File: src/tcr_pkg.sv
// Package for the sixteen-bit capture/reload timer: register map, fields, types.
// Assumes an 8-bit register port in the special function register space.
package tcr_pkg;
    // Register offsets of the timer in the special function space
    localparam logic [7:0] TCR_ADDR_CTRL    = 8'hc8;  // Own control register
    localparam logic [7:0] TCR_ADDR_MODE    = 8'hc9;
    localparam logic [7:0] TCR_ADDR_RCAP_LO = 8'hca;
    localparam logic [7:0] TCR_ADDR_RCAP_HI = 8'hcb;
    localparam logic [7:0] TCR_ADDR_CNT_LO  = 8'hcc;
    localparam logic [7:0] TCR_ADDR_CNT_HI  = 8'hcd;
    localparam logic [7:0] TCR_ADDR_CLKCTL  = 8'hc4;
    localparam logic [7:0] TCR_ADDR_IRQ_ST  = 8'hc5;
    localparam logic [7:0] TCR_ADDR_IRQ_EN  = 8'hc6;
    localparam logic [7:0] TCR_ADDR_IRQ_CLR = 8'hc7;

    // Control register bit positions
    localparam int TCR_B_OVF    = 7;
    localparam int TCR_B_EXTF   = 6;
    localparam int TCR_B_RXBAUD = 5;
    localparam int TCR_B_TXBAUD = 4;
    localparam int TCR_B_EXTEN  = 3;
    localparam int TCR_B_RUN    = 2;
    localparam int TCR_B_CTSEL  = 1;
    localparam int TCR_B_CPRL   = 0;
    // Mode register bit positions
    localparam int TCR_B_CLR    = 3;
    localparam int TCR_B_DOWN_COUNT_ENABLE   = 0;
    localparam logic [7:0] TCR_MODE_MASK = 8'h09;
    // Clock control bit position (speed select)
    localparam int TCR_B_SPEED  = 5;
    // Interrupt status bit positions
    localparam int TCR_I_OVF    = 0;
    localparam int TCR_I_EXT    = 1;

    // Tick prescale: slow tick every 12 clocks, fast every 4
    localparam logic [3:0] TCR_DIV_SLOW = 4'hb;
    localparam logic [3:0] TCR_DIV_FAST = 4'h3;

    localparam logic [7:0]  TCR_RST8  = 8'h00;
    localparam logic [15:0] TCR_RST16 = 16'h0000;
    localparam logic [15:0] TCR_MAX16 = 16'hffff;

    // Register port request
    typedef struct packed {
        logic [7:0] addr;
        logic [7:0] wdata;
        logic       wr;
        logic       rd;
    } tcr_req_t;
endpackage

File: src/tcr_timer.sv
// Sixteen-bit timer/counter with capture, auto-reload and baud generation.
// Assumes an 8-bit register port with one-cycle strobes and read data one cycle later,
// and an external trigger pin synchronous to sys_clk.
`timescale 1ns/1ps
module tcr_timer (
    // Clock and reset
    input  wire logic       sys_clk,
    input  wire logic       nrst,
    // Register port
    input  wire logic [7:0] reg_addr,
    input  wire logic [7:0] reg_wdata,
    input  wire logic       reg_wr,
    input  wire logic       reg_rd,
    output logic      [7:0] reg_rdata,
    // External trigger pin
    input  wire logic       ext_trigger_pin,
    // Serial port timing base and interrupt
    output logic            baud_tick,
    output logic            irq
);
    tcr_pkg::tcr_req_t req;
    logic [7:0]  ctrl;
    logic [7:0]  mode;
    logic [7:0]  clock_control_reg;
    logic [15:0] cnt;
    logic [15:0] rcap;
    logic [1:0]  irq_st;
    logic [1:0]  irq_en;
    logic        int_tick;
    logic        pin_fall;
    logic        baud_mode;
    logic        step;
    logic        down;
    logic        ovf;
    logic        ext_evt;
    logic        do_capture;
    logic        do_reload;
    logic        hw_set_ovf;
    logic        hw_set_ext;
    logic [15:0] next_cnt;

    assign req = '{addr: reg_addr, wdata: reg_wdata, wr: reg_wr, rd: reg_rd};

    // Write decode shared by all register processes
    function automatic logic wr_hit(input tcr_pkg::tcr_req_t r, input logic [7:0] a);
        return r.wr && (r.addr == a);
    endfunction

    ////////////////////////////////////////////////////////////////////////////
    // Tick sources
    tcr_tick u_tick (
        .sys_clk (sys_clk),
        .nrst    (nrst),
        .fast    (clock_control_reg[tcr_pkg::TCR_B_SPEED]),
        .tick    (int_tick)
    );

    tcr_fall u_fall (
        .sys_clk (sys_clk),
        .nrst    (nrst),
        .pin     (ext_trigger_pin),
        .fall    (pin_fall)
    );

    ////////////////////////////////////////////////////////////////////////////
    // Mode decode
    assign baud_mode = ctrl[tcr_pkg::TCR_B_RXBAUD] | ctrl[tcr_pkg::TCR_B_TXBAUD];
    // Baud mode ignores the select bit and times from internal ticks
    assign step = ctrl[tcr_pkg::TCR_B_RUN] &
                  ((baud_mode | ~ctrl[tcr_pkg::TCR_B_CTSEL]) ? int_tick
                                                              : pin_fall);
    // Down counting only in plain auto-reload mode
    assign down = mode[tcr_pkg::TCR_B_DOWN_COUNT_ENABLE] & ~ctrl[tcr_pkg::TCR_B_CPRL] & ~baud_mode;
    assign ovf  = step & (down ? (cnt == rcap) : (cnt == tcr_pkg::TCR_MAX16));
    // Trigger pin acts only outside baud mode; when counting edges it still fires
    assign ext_evt = ctrl[tcr_pkg::TCR_B_EXTEN] & ~baud_mode & pin_fall;
    assign do_capture = ~baud_mode & ctrl[tcr_pkg::TCR_B_CPRL] & ext_evt;
    // Overflow always reloads in baud mode; trigger reloads when bit clear and counting up
    assign do_reload  = baud_mode ? ovf
                      : (~ctrl[tcr_pkg::TCR_B_CPRL] & (ovf | (ext_evt & ~down)));
    assign hw_set_ovf = ovf & ~baud_mode;
    assign hw_set_ext = ext_evt;
    assign baud_tick  = ovf & baud_mode;

    ////////////////////////////////////////////////////////////////////////////
    // Counter next value; hardware events take precedence over byte writes
    always_comb begin
        next_cnt = cnt;
        if (wr_hit(req, tcr_pkg::TCR_ADDR_CNT_LO)) begin
            next_cnt[7:0] = req.wdata;
        end
        if (wr_hit(req, tcr_pkg::TCR_ADDR_CNT_HI)) begin
            next_cnt[15:8] = req.wdata;
        end
        if (step && !ovf) begin
            next_cnt = down ? cnt - 16'h0001 : cnt + 16'h0001;
        end
        if (do_reload) begin
            // Down-count underflow wraps to all ones instead of the pair
            next_cnt = (down && ovf) ? tcr_pkg::TCR_MAX16 : rcap;
        end else if (ovf) begin
            next_cnt = tcr_pkg::TCR_RST16;
        end
        if (do_capture && mode[tcr_pkg::TCR_B_CLR]) begin
            next_cnt = tcr_pkg::TCR_RST16;
        end
    end

    always_ff @(posedge sys_clk or negedge nrst) begin
        if (!nrst) begin
            cnt <= tcr_pkg::TCR_RST16;
        end else begin
            cnt <= next_cnt;
        end
    end

    ////////////////////////////////////////////////////////////////////////////
    // Reload/capture pair; capture stores both bytes in one cycle
    always_ff @(posedge sys_clk or negedge nrst) begin
        if (!nrst) begin
            rcap <= tcr_pkg::TCR_RST16;
        end else if (do_capture) begin
            rcap <= cnt;
        end else begin
            if (wr_hit(req, tcr_pkg::TCR_ADDR_RCAP_LO)) begin
                rcap[7:0] <= req.wdata;
            end
            if (wr_hit(req, tcr_pkg::TCR_ADDR_RCAP_HI)) begin
                rcap[15:8] <= req.wdata;
            end
        end
    end

    ////////////////////////////////////////////////////////////////////////////
    // Control register; hardware flag set wins over software clear
    always_ff @(posedge sys_clk or negedge nrst) begin
        if (!nrst) begin
            ctrl <= tcr_pkg::TCR_RST8;
        end else begin
            if (wr_hit(req, tcr_pkg::TCR_ADDR_CTRL)) begin
                ctrl <= req.wdata;
            end
            if (hw_set_ovf) begin
                ctrl[tcr_pkg::TCR_B_OVF] <= 1'b1;
            end
            if (hw_set_ext) begin
                ctrl[tcr_pkg::TCR_B_EXTF] <= 1'b1;
            end
        end
    end

    ////////////////////////////////////////////////////////////////////////////
    // Mode and clock control registers
    always_ff @(posedge sys_clk or negedge nrst) begin
        if (!nrst) begin
            mode              <= tcr_pkg::TCR_RST8;
            clock_control_reg <= tcr_pkg::TCR_RST8;
        end else begin
            if (wr_hit(req, tcr_pkg::TCR_ADDR_MODE)) begin
                mode <= req.wdata & tcr_pkg::TCR_MODE_MASK;
            end
            if (wr_hit(req, tcr_pkg::TCR_ADDR_CLKCTL)) begin
                clock_control_reg <= req.wdata;
            end
        end
    end

    ////////////////////////////////////////////////////////////////////////////
    // Interrupt status: sticky, set wins over a clear in the same cycle
    always_ff @(posedge sys_clk or negedge nrst) begin
        if (!nrst) begin
            irq_st <= 2'h0;
            irq_en <= 2'h0;
        end else begin
            if (wr_hit(req, tcr_pkg::TCR_ADDR_IRQ_EN)) begin
                irq_en <= req.wdata[1:0];
            end
            irq_st <= (irq_st & ~(wr_hit(req, tcr_pkg::TCR_ADDR_IRQ_CLR) ?
                                  req.wdata[1:0] : 2'h0))
                      | {hw_set_ext, hw_set_ovf};
        end
    end

    assign irq = |(irq_st & irq_en);

    ////////////////////////////////////////////////////////////////////////////
    // Read data, registered; unmapped addresses read zero
    always_ff @(posedge sys_clk or negedge nrst) begin
        if (!nrst) begin
            reg_rdata <= tcr_pkg::TCR_RST8;
        end else if (req.rd) begin
            unique case (req.addr)
                tcr_pkg::TCR_ADDR_CTRL:    reg_rdata <= ctrl;
                tcr_pkg::TCR_ADDR_MODE:    reg_rdata <= mode;
                tcr_pkg::TCR_ADDR_RCAP_LO: reg_rdata <= rcap[7:0];
                tcr_pkg::TCR_ADDR_RCAP_HI: reg_rdata <= rcap[15:8];
                tcr_pkg::TCR_ADDR_CNT_LO:  reg_rdata <= cnt[7:0];
                tcr_pkg::TCR_ADDR_CNT_HI:  reg_rdata <= cnt[15:8];
                tcr_pkg::TCR_ADDR_CLKCTL:  reg_rdata <= clock_control_reg;
                tcr_pkg::TCR_ADDR_IRQ_ST:  reg_rdata <= {6'h00, irq_st};
                tcr_pkg::TCR_ADDR_IRQ_EN:  reg_rdata <= {6'h00, irq_en};
                default:                   reg_rdata <= tcr_pkg::TCR_RST8;
            endcase
        end else begin
            reg_rdata <= tcr_pkg::TCR_RST8;
        end
    end
endmodule

File: src/tcr_tick.sv
// Prescaler producing the internal count tick enable.
// Assumes one clock; speed select is a level from the clock control register.
`timescale 1ns/1ps
module tcr_tick (
    // Clock and reset
    input  wire logic sys_clk,
    input  wire logic nrst,
    // Control
    input  wire logic fast,
    // Tick out
    output logic      tick
);
    logic [3:0] div;

    ////////////////////////////////////////////////////////////////////////////
    // Divider; a speed switch moves the wrap point at once, and a div already past it runs on to 15
    always_ff @(posedge sys_clk or negedge nrst) begin
        if (!nrst) begin
            div <= 4'h0;
        end else if (div == (fast ? tcr_pkg::TCR_DIV_FAST : tcr_pkg::TCR_DIV_SLOW)) begin
            div <= 4'h0;
        end else begin
            div <= div + 4'h1;
        end
    end

    assign tick = (div == (fast ? tcr_pkg::TCR_DIV_FAST : tcr_pkg::TCR_DIV_SLOW));
endmodule

File: src/tcr_fall.sv
// Falling edge detector for the external trigger pin.
// Assumes the pin is already synchronous to sys_clk.
`timescale 1ns/1ps
module tcr_fall (
    // Clock and reset
    input  wire logic sys_clk,
    input  wire logic nrst,
    // Pin
    input  wire logic pin,
    // One-cycle pulse on a high-to-low change
    output logic      fall
);
    logic prev;

    ////////////////////////////////////////////////////////////////////////////
    // Idle high so a high pin at reset release is no edge; a low pin gives one
    always_ff @(posedge sys_clk or negedge nrst) begin
        if (!nrst) begin
            prev <= 1'b1;
        end else begin
            prev <= pin;
        end
    end

    assign fall = prev & ~pin;
endmodule

File: config.mk
export PLATFORM = sky130hd
export DESIGN_NAME = tcr_timer
export DESIGN_NICKNAME = d
export VERILOG_FILES = /design/src/tcr_pkg.sv /design/src/tcr_timer.sv /design/src/tcr_tick.sv /design/src/tcr_fall.sv
export SDC_FILE = /design/constraint.sdc
export NUM_CORES = 1
export LEC_CHECK = 0
export BUFFER_PORTS_ARGS = -buffer_cell sky130_fd_sc_hd__buf_2
export CORE_UTILIZATION = 40
export DETAILED_ROUTE_END_ITERATION = 16
export REMOVE_ABC_BUFFERS = 1
export SLEW_MARGIN = 25
export SYNTH_ARGS = -nofsm -noshare
export SYNTH_HDL_FRONTEND = slang
export SYNTH_SLANG_ARGS = --single-unit
export TNS_END_PERCENT = 10
File: constraint.sdc
create_clock -name sys_clk -period 3.74 [get_ports sys_clk]
set_input_delay 0.748 -clock sys_clk [delete_from_list [all_inputs] [get_ports sys_clk]]
set_output_delay 0.748 -clock sys_clk [all_outputs]
set_load 0.02 [all_outputs]
==> results.ini <==
[status]
status=completed

[clock_network]
numCtsBuffers=9
cts_tree=built
numClockSinks=67
clk_pin_slew_ns=0.08
clock_path_buffers=2
clock_latency_ns=0.36
htreeDepth=3
cts_root_buf=clkbuf_8

[route]
via_count=4147
antenna_left=0
drt_iter0_drc=497
routedWlPerCell_um=21.45
viasPerCell=6.274
route.detailed.drc=0
firstDrtPassIters=7
highest_layer=met4
wirelength_um=14180
dr_wl_met2_um=6365
wl_met1_um=5990
met3_wirelength_um=1168

[logic_synthesis]
synth_warnings=0
synth-seq-area-share_pct=37.74
ys_types=68
syn_area_per_cell_um2=8.856
yosys_register_bits=67
synth_edf_count=0
netlist_area_mm2=0.004446
synth.area.top_cells=dfrtp_1, mux2i_1, nand2_1
yosys_most_used_dff=dfrtp_1
synthCells=502
yosys.area.top_type=dfrtp_1
synth_common_cells=nand2_1, dfrtp_1, nor2_1
synth_most_common_cell=nand2_1
synthArstFlopShare_pct=100.0
yosysTopAreaCellShare_pct=37.15

[floorplan]
die_area_mm2=0.01154
rows=38
ios=31
fp.dieW_um=107.4
core_mm2=0.01084
initial_core_util_pct=41.01
die_y_um=107.4

[job]
cap_violations=0

[critical_path]
path_class=reg2out
r2r_start=ctrl[4]$_DFFE_PN0P_
crit_start=ctrl[4]$_DFFE_PN0P_
crit_arrival_ns=2.87
start_kind=register
crit_required_ns=2.99
critPathCaptureType=output port
crit_fanout=11

[grt]
antenna_found_initial=0
grt_max_degree=68
grt_pass1_vias=3958
grt_use_total_pct=26.10
grt.overflow.total=0
grt_first_pass_wirelength_um=22160

[timing]
tightestPinTransition_ns=0.8956
whs_ns=0.4697
relSlewSlack_pct=39.66
fin_crit_ns=3.622
finalHoldViolCount=0
slew_viol_final=0
period_share_pct=96.85
fmax_mhz=276.1
clock_skew_ns=0.01620
setup_viol=0

[placement]
port_buffers=30
dp_cells=644
gp_congestion=0.9154
dp_hpwl_um=9773
dpl_cell_area_mm2=0.004666

[power_and_ir_drop]
p_leak_nw=2.129
power_density_mw_per_mm2=379.1
ir_worst_vdd_v=0.0001669

[layout]
diodes=0
instances_no_fill=661
layout.nets=539
synthToLayoutAreaGrowth_pct=9.795
top_regs=cnt x16, rcap x16
drive_gt1_share_pct=16.51
final_cell_area_mm2=0.004881

[min_path]
min_from=u_tick.div[0]$_DFF_PN0_
hp-class=reg2reg

==> layer usage <==
metal	GRT usage [%]	vias up
li1	-	1856
met1	33.52	1986
met2	40.28	255
met3	6.356	50
met4	14.29	0
met5	0	-
==> cell families after synthesis <==
family,count (synthesis),share of synthesized area (%)
mux,42,10.27
compound gates,138,21.36
flops,67,37.74
buf+inv,49,4.982
xor+xnor,19,3.743
simple gates,185,21.33
fa+ha+maj,2,0.5628
==> cells in the final DEF, fill, tap and decap left out, types with 5 or more instances in the layout <==
cell type	count
nand4_1	8
o21a_1	13
nand3_1	18
buf_2	30
inv_1	11
dfrtp_1	66
mux2_2	9
o21ai_0	25
mux2i_1	31
nor2_1	36
xor2_1	5
buf_4	10
o211ai_1	8
o22ai_1	5
xnor2_1	14
nand2_1	67
a22oi_1	14
clkbuf_8	10
o21ai_1	10
nor3_1	17
a21oi_1	28
==> path summary, 6_finish.rpt <==
kind,end,slack (ns),cells after the start
worst max-delay path,baud_tick,0.12,7
worst min-delay path,u_tick.div[0]$_DFF_PN0_,0.47,1
worst max register to register,cnt[10]$_DFFE_PN0P_,0.40,11
worst min register to register,u_tick.div[0]$_DFF_PN0_,0.47,1
max in group asynchronous,cnt[14]$_DFFE_PN0P_,2.60,2
min in group asynchronous,clock_control_reg[1]$_DFFE_PN0P_,0.59,2
==> cell type report <==
| type | instances | area [um2] |
|---|---|---|
| Clock buffer | 13 | 148.9 |
| Clock inverter | 3 | 40.04 |
| Fill cell | 1062 | 5959 |
| Inverter | 11 | 41.29 |
| Multi-Input combinational cell | 387 | 2572 |
| Sequential cell | 67 | 1678 |
| Tap cell | 140 | 175.2 |
| Timing Repair Buffer | 40 | 225.2 |
==> metrics by stage <==
step	TNS [ns]	total power [mW]	worst slack, ns	utilization [%]
6_report	0	1.850	0.1177	45.03
5_1_grt	-0.006207	1.930	-0.006207	45.03
4_1_cts	0	1.848	0.07836	44.82
3_5_place_dp	0	1.235	0.2168	43.04
3_3_place_gp	0	1.229	0.2770	43.04
2_1_floorplan	0	1.098	0.3728	-
==> power breakdown <==
part,internal (mW),switching [mW]
clock network,0.325,0.288
logic,0.134,0.171
registers,0.787,0.144
==> critical path: stages (launching register included) <==
cell	delay [ns]
dfrtp_1	0.46
or4b_4	0.65
nor3_1	0.17
o22ai_1	0.15
nor4_4	0.45
nand4_4	0.21
nor2_1	0.22
buf_2	0.20
==> timing repair <==
action,4_1_cts,5_1_grt
gates resized for setup,1,2
setup buffers,0,0
hold buffers,0,0
pin swaps,0,2
gates cloned,0,1
setup endpoints to repair,1,1
Power figures use the tool's default switching activity.
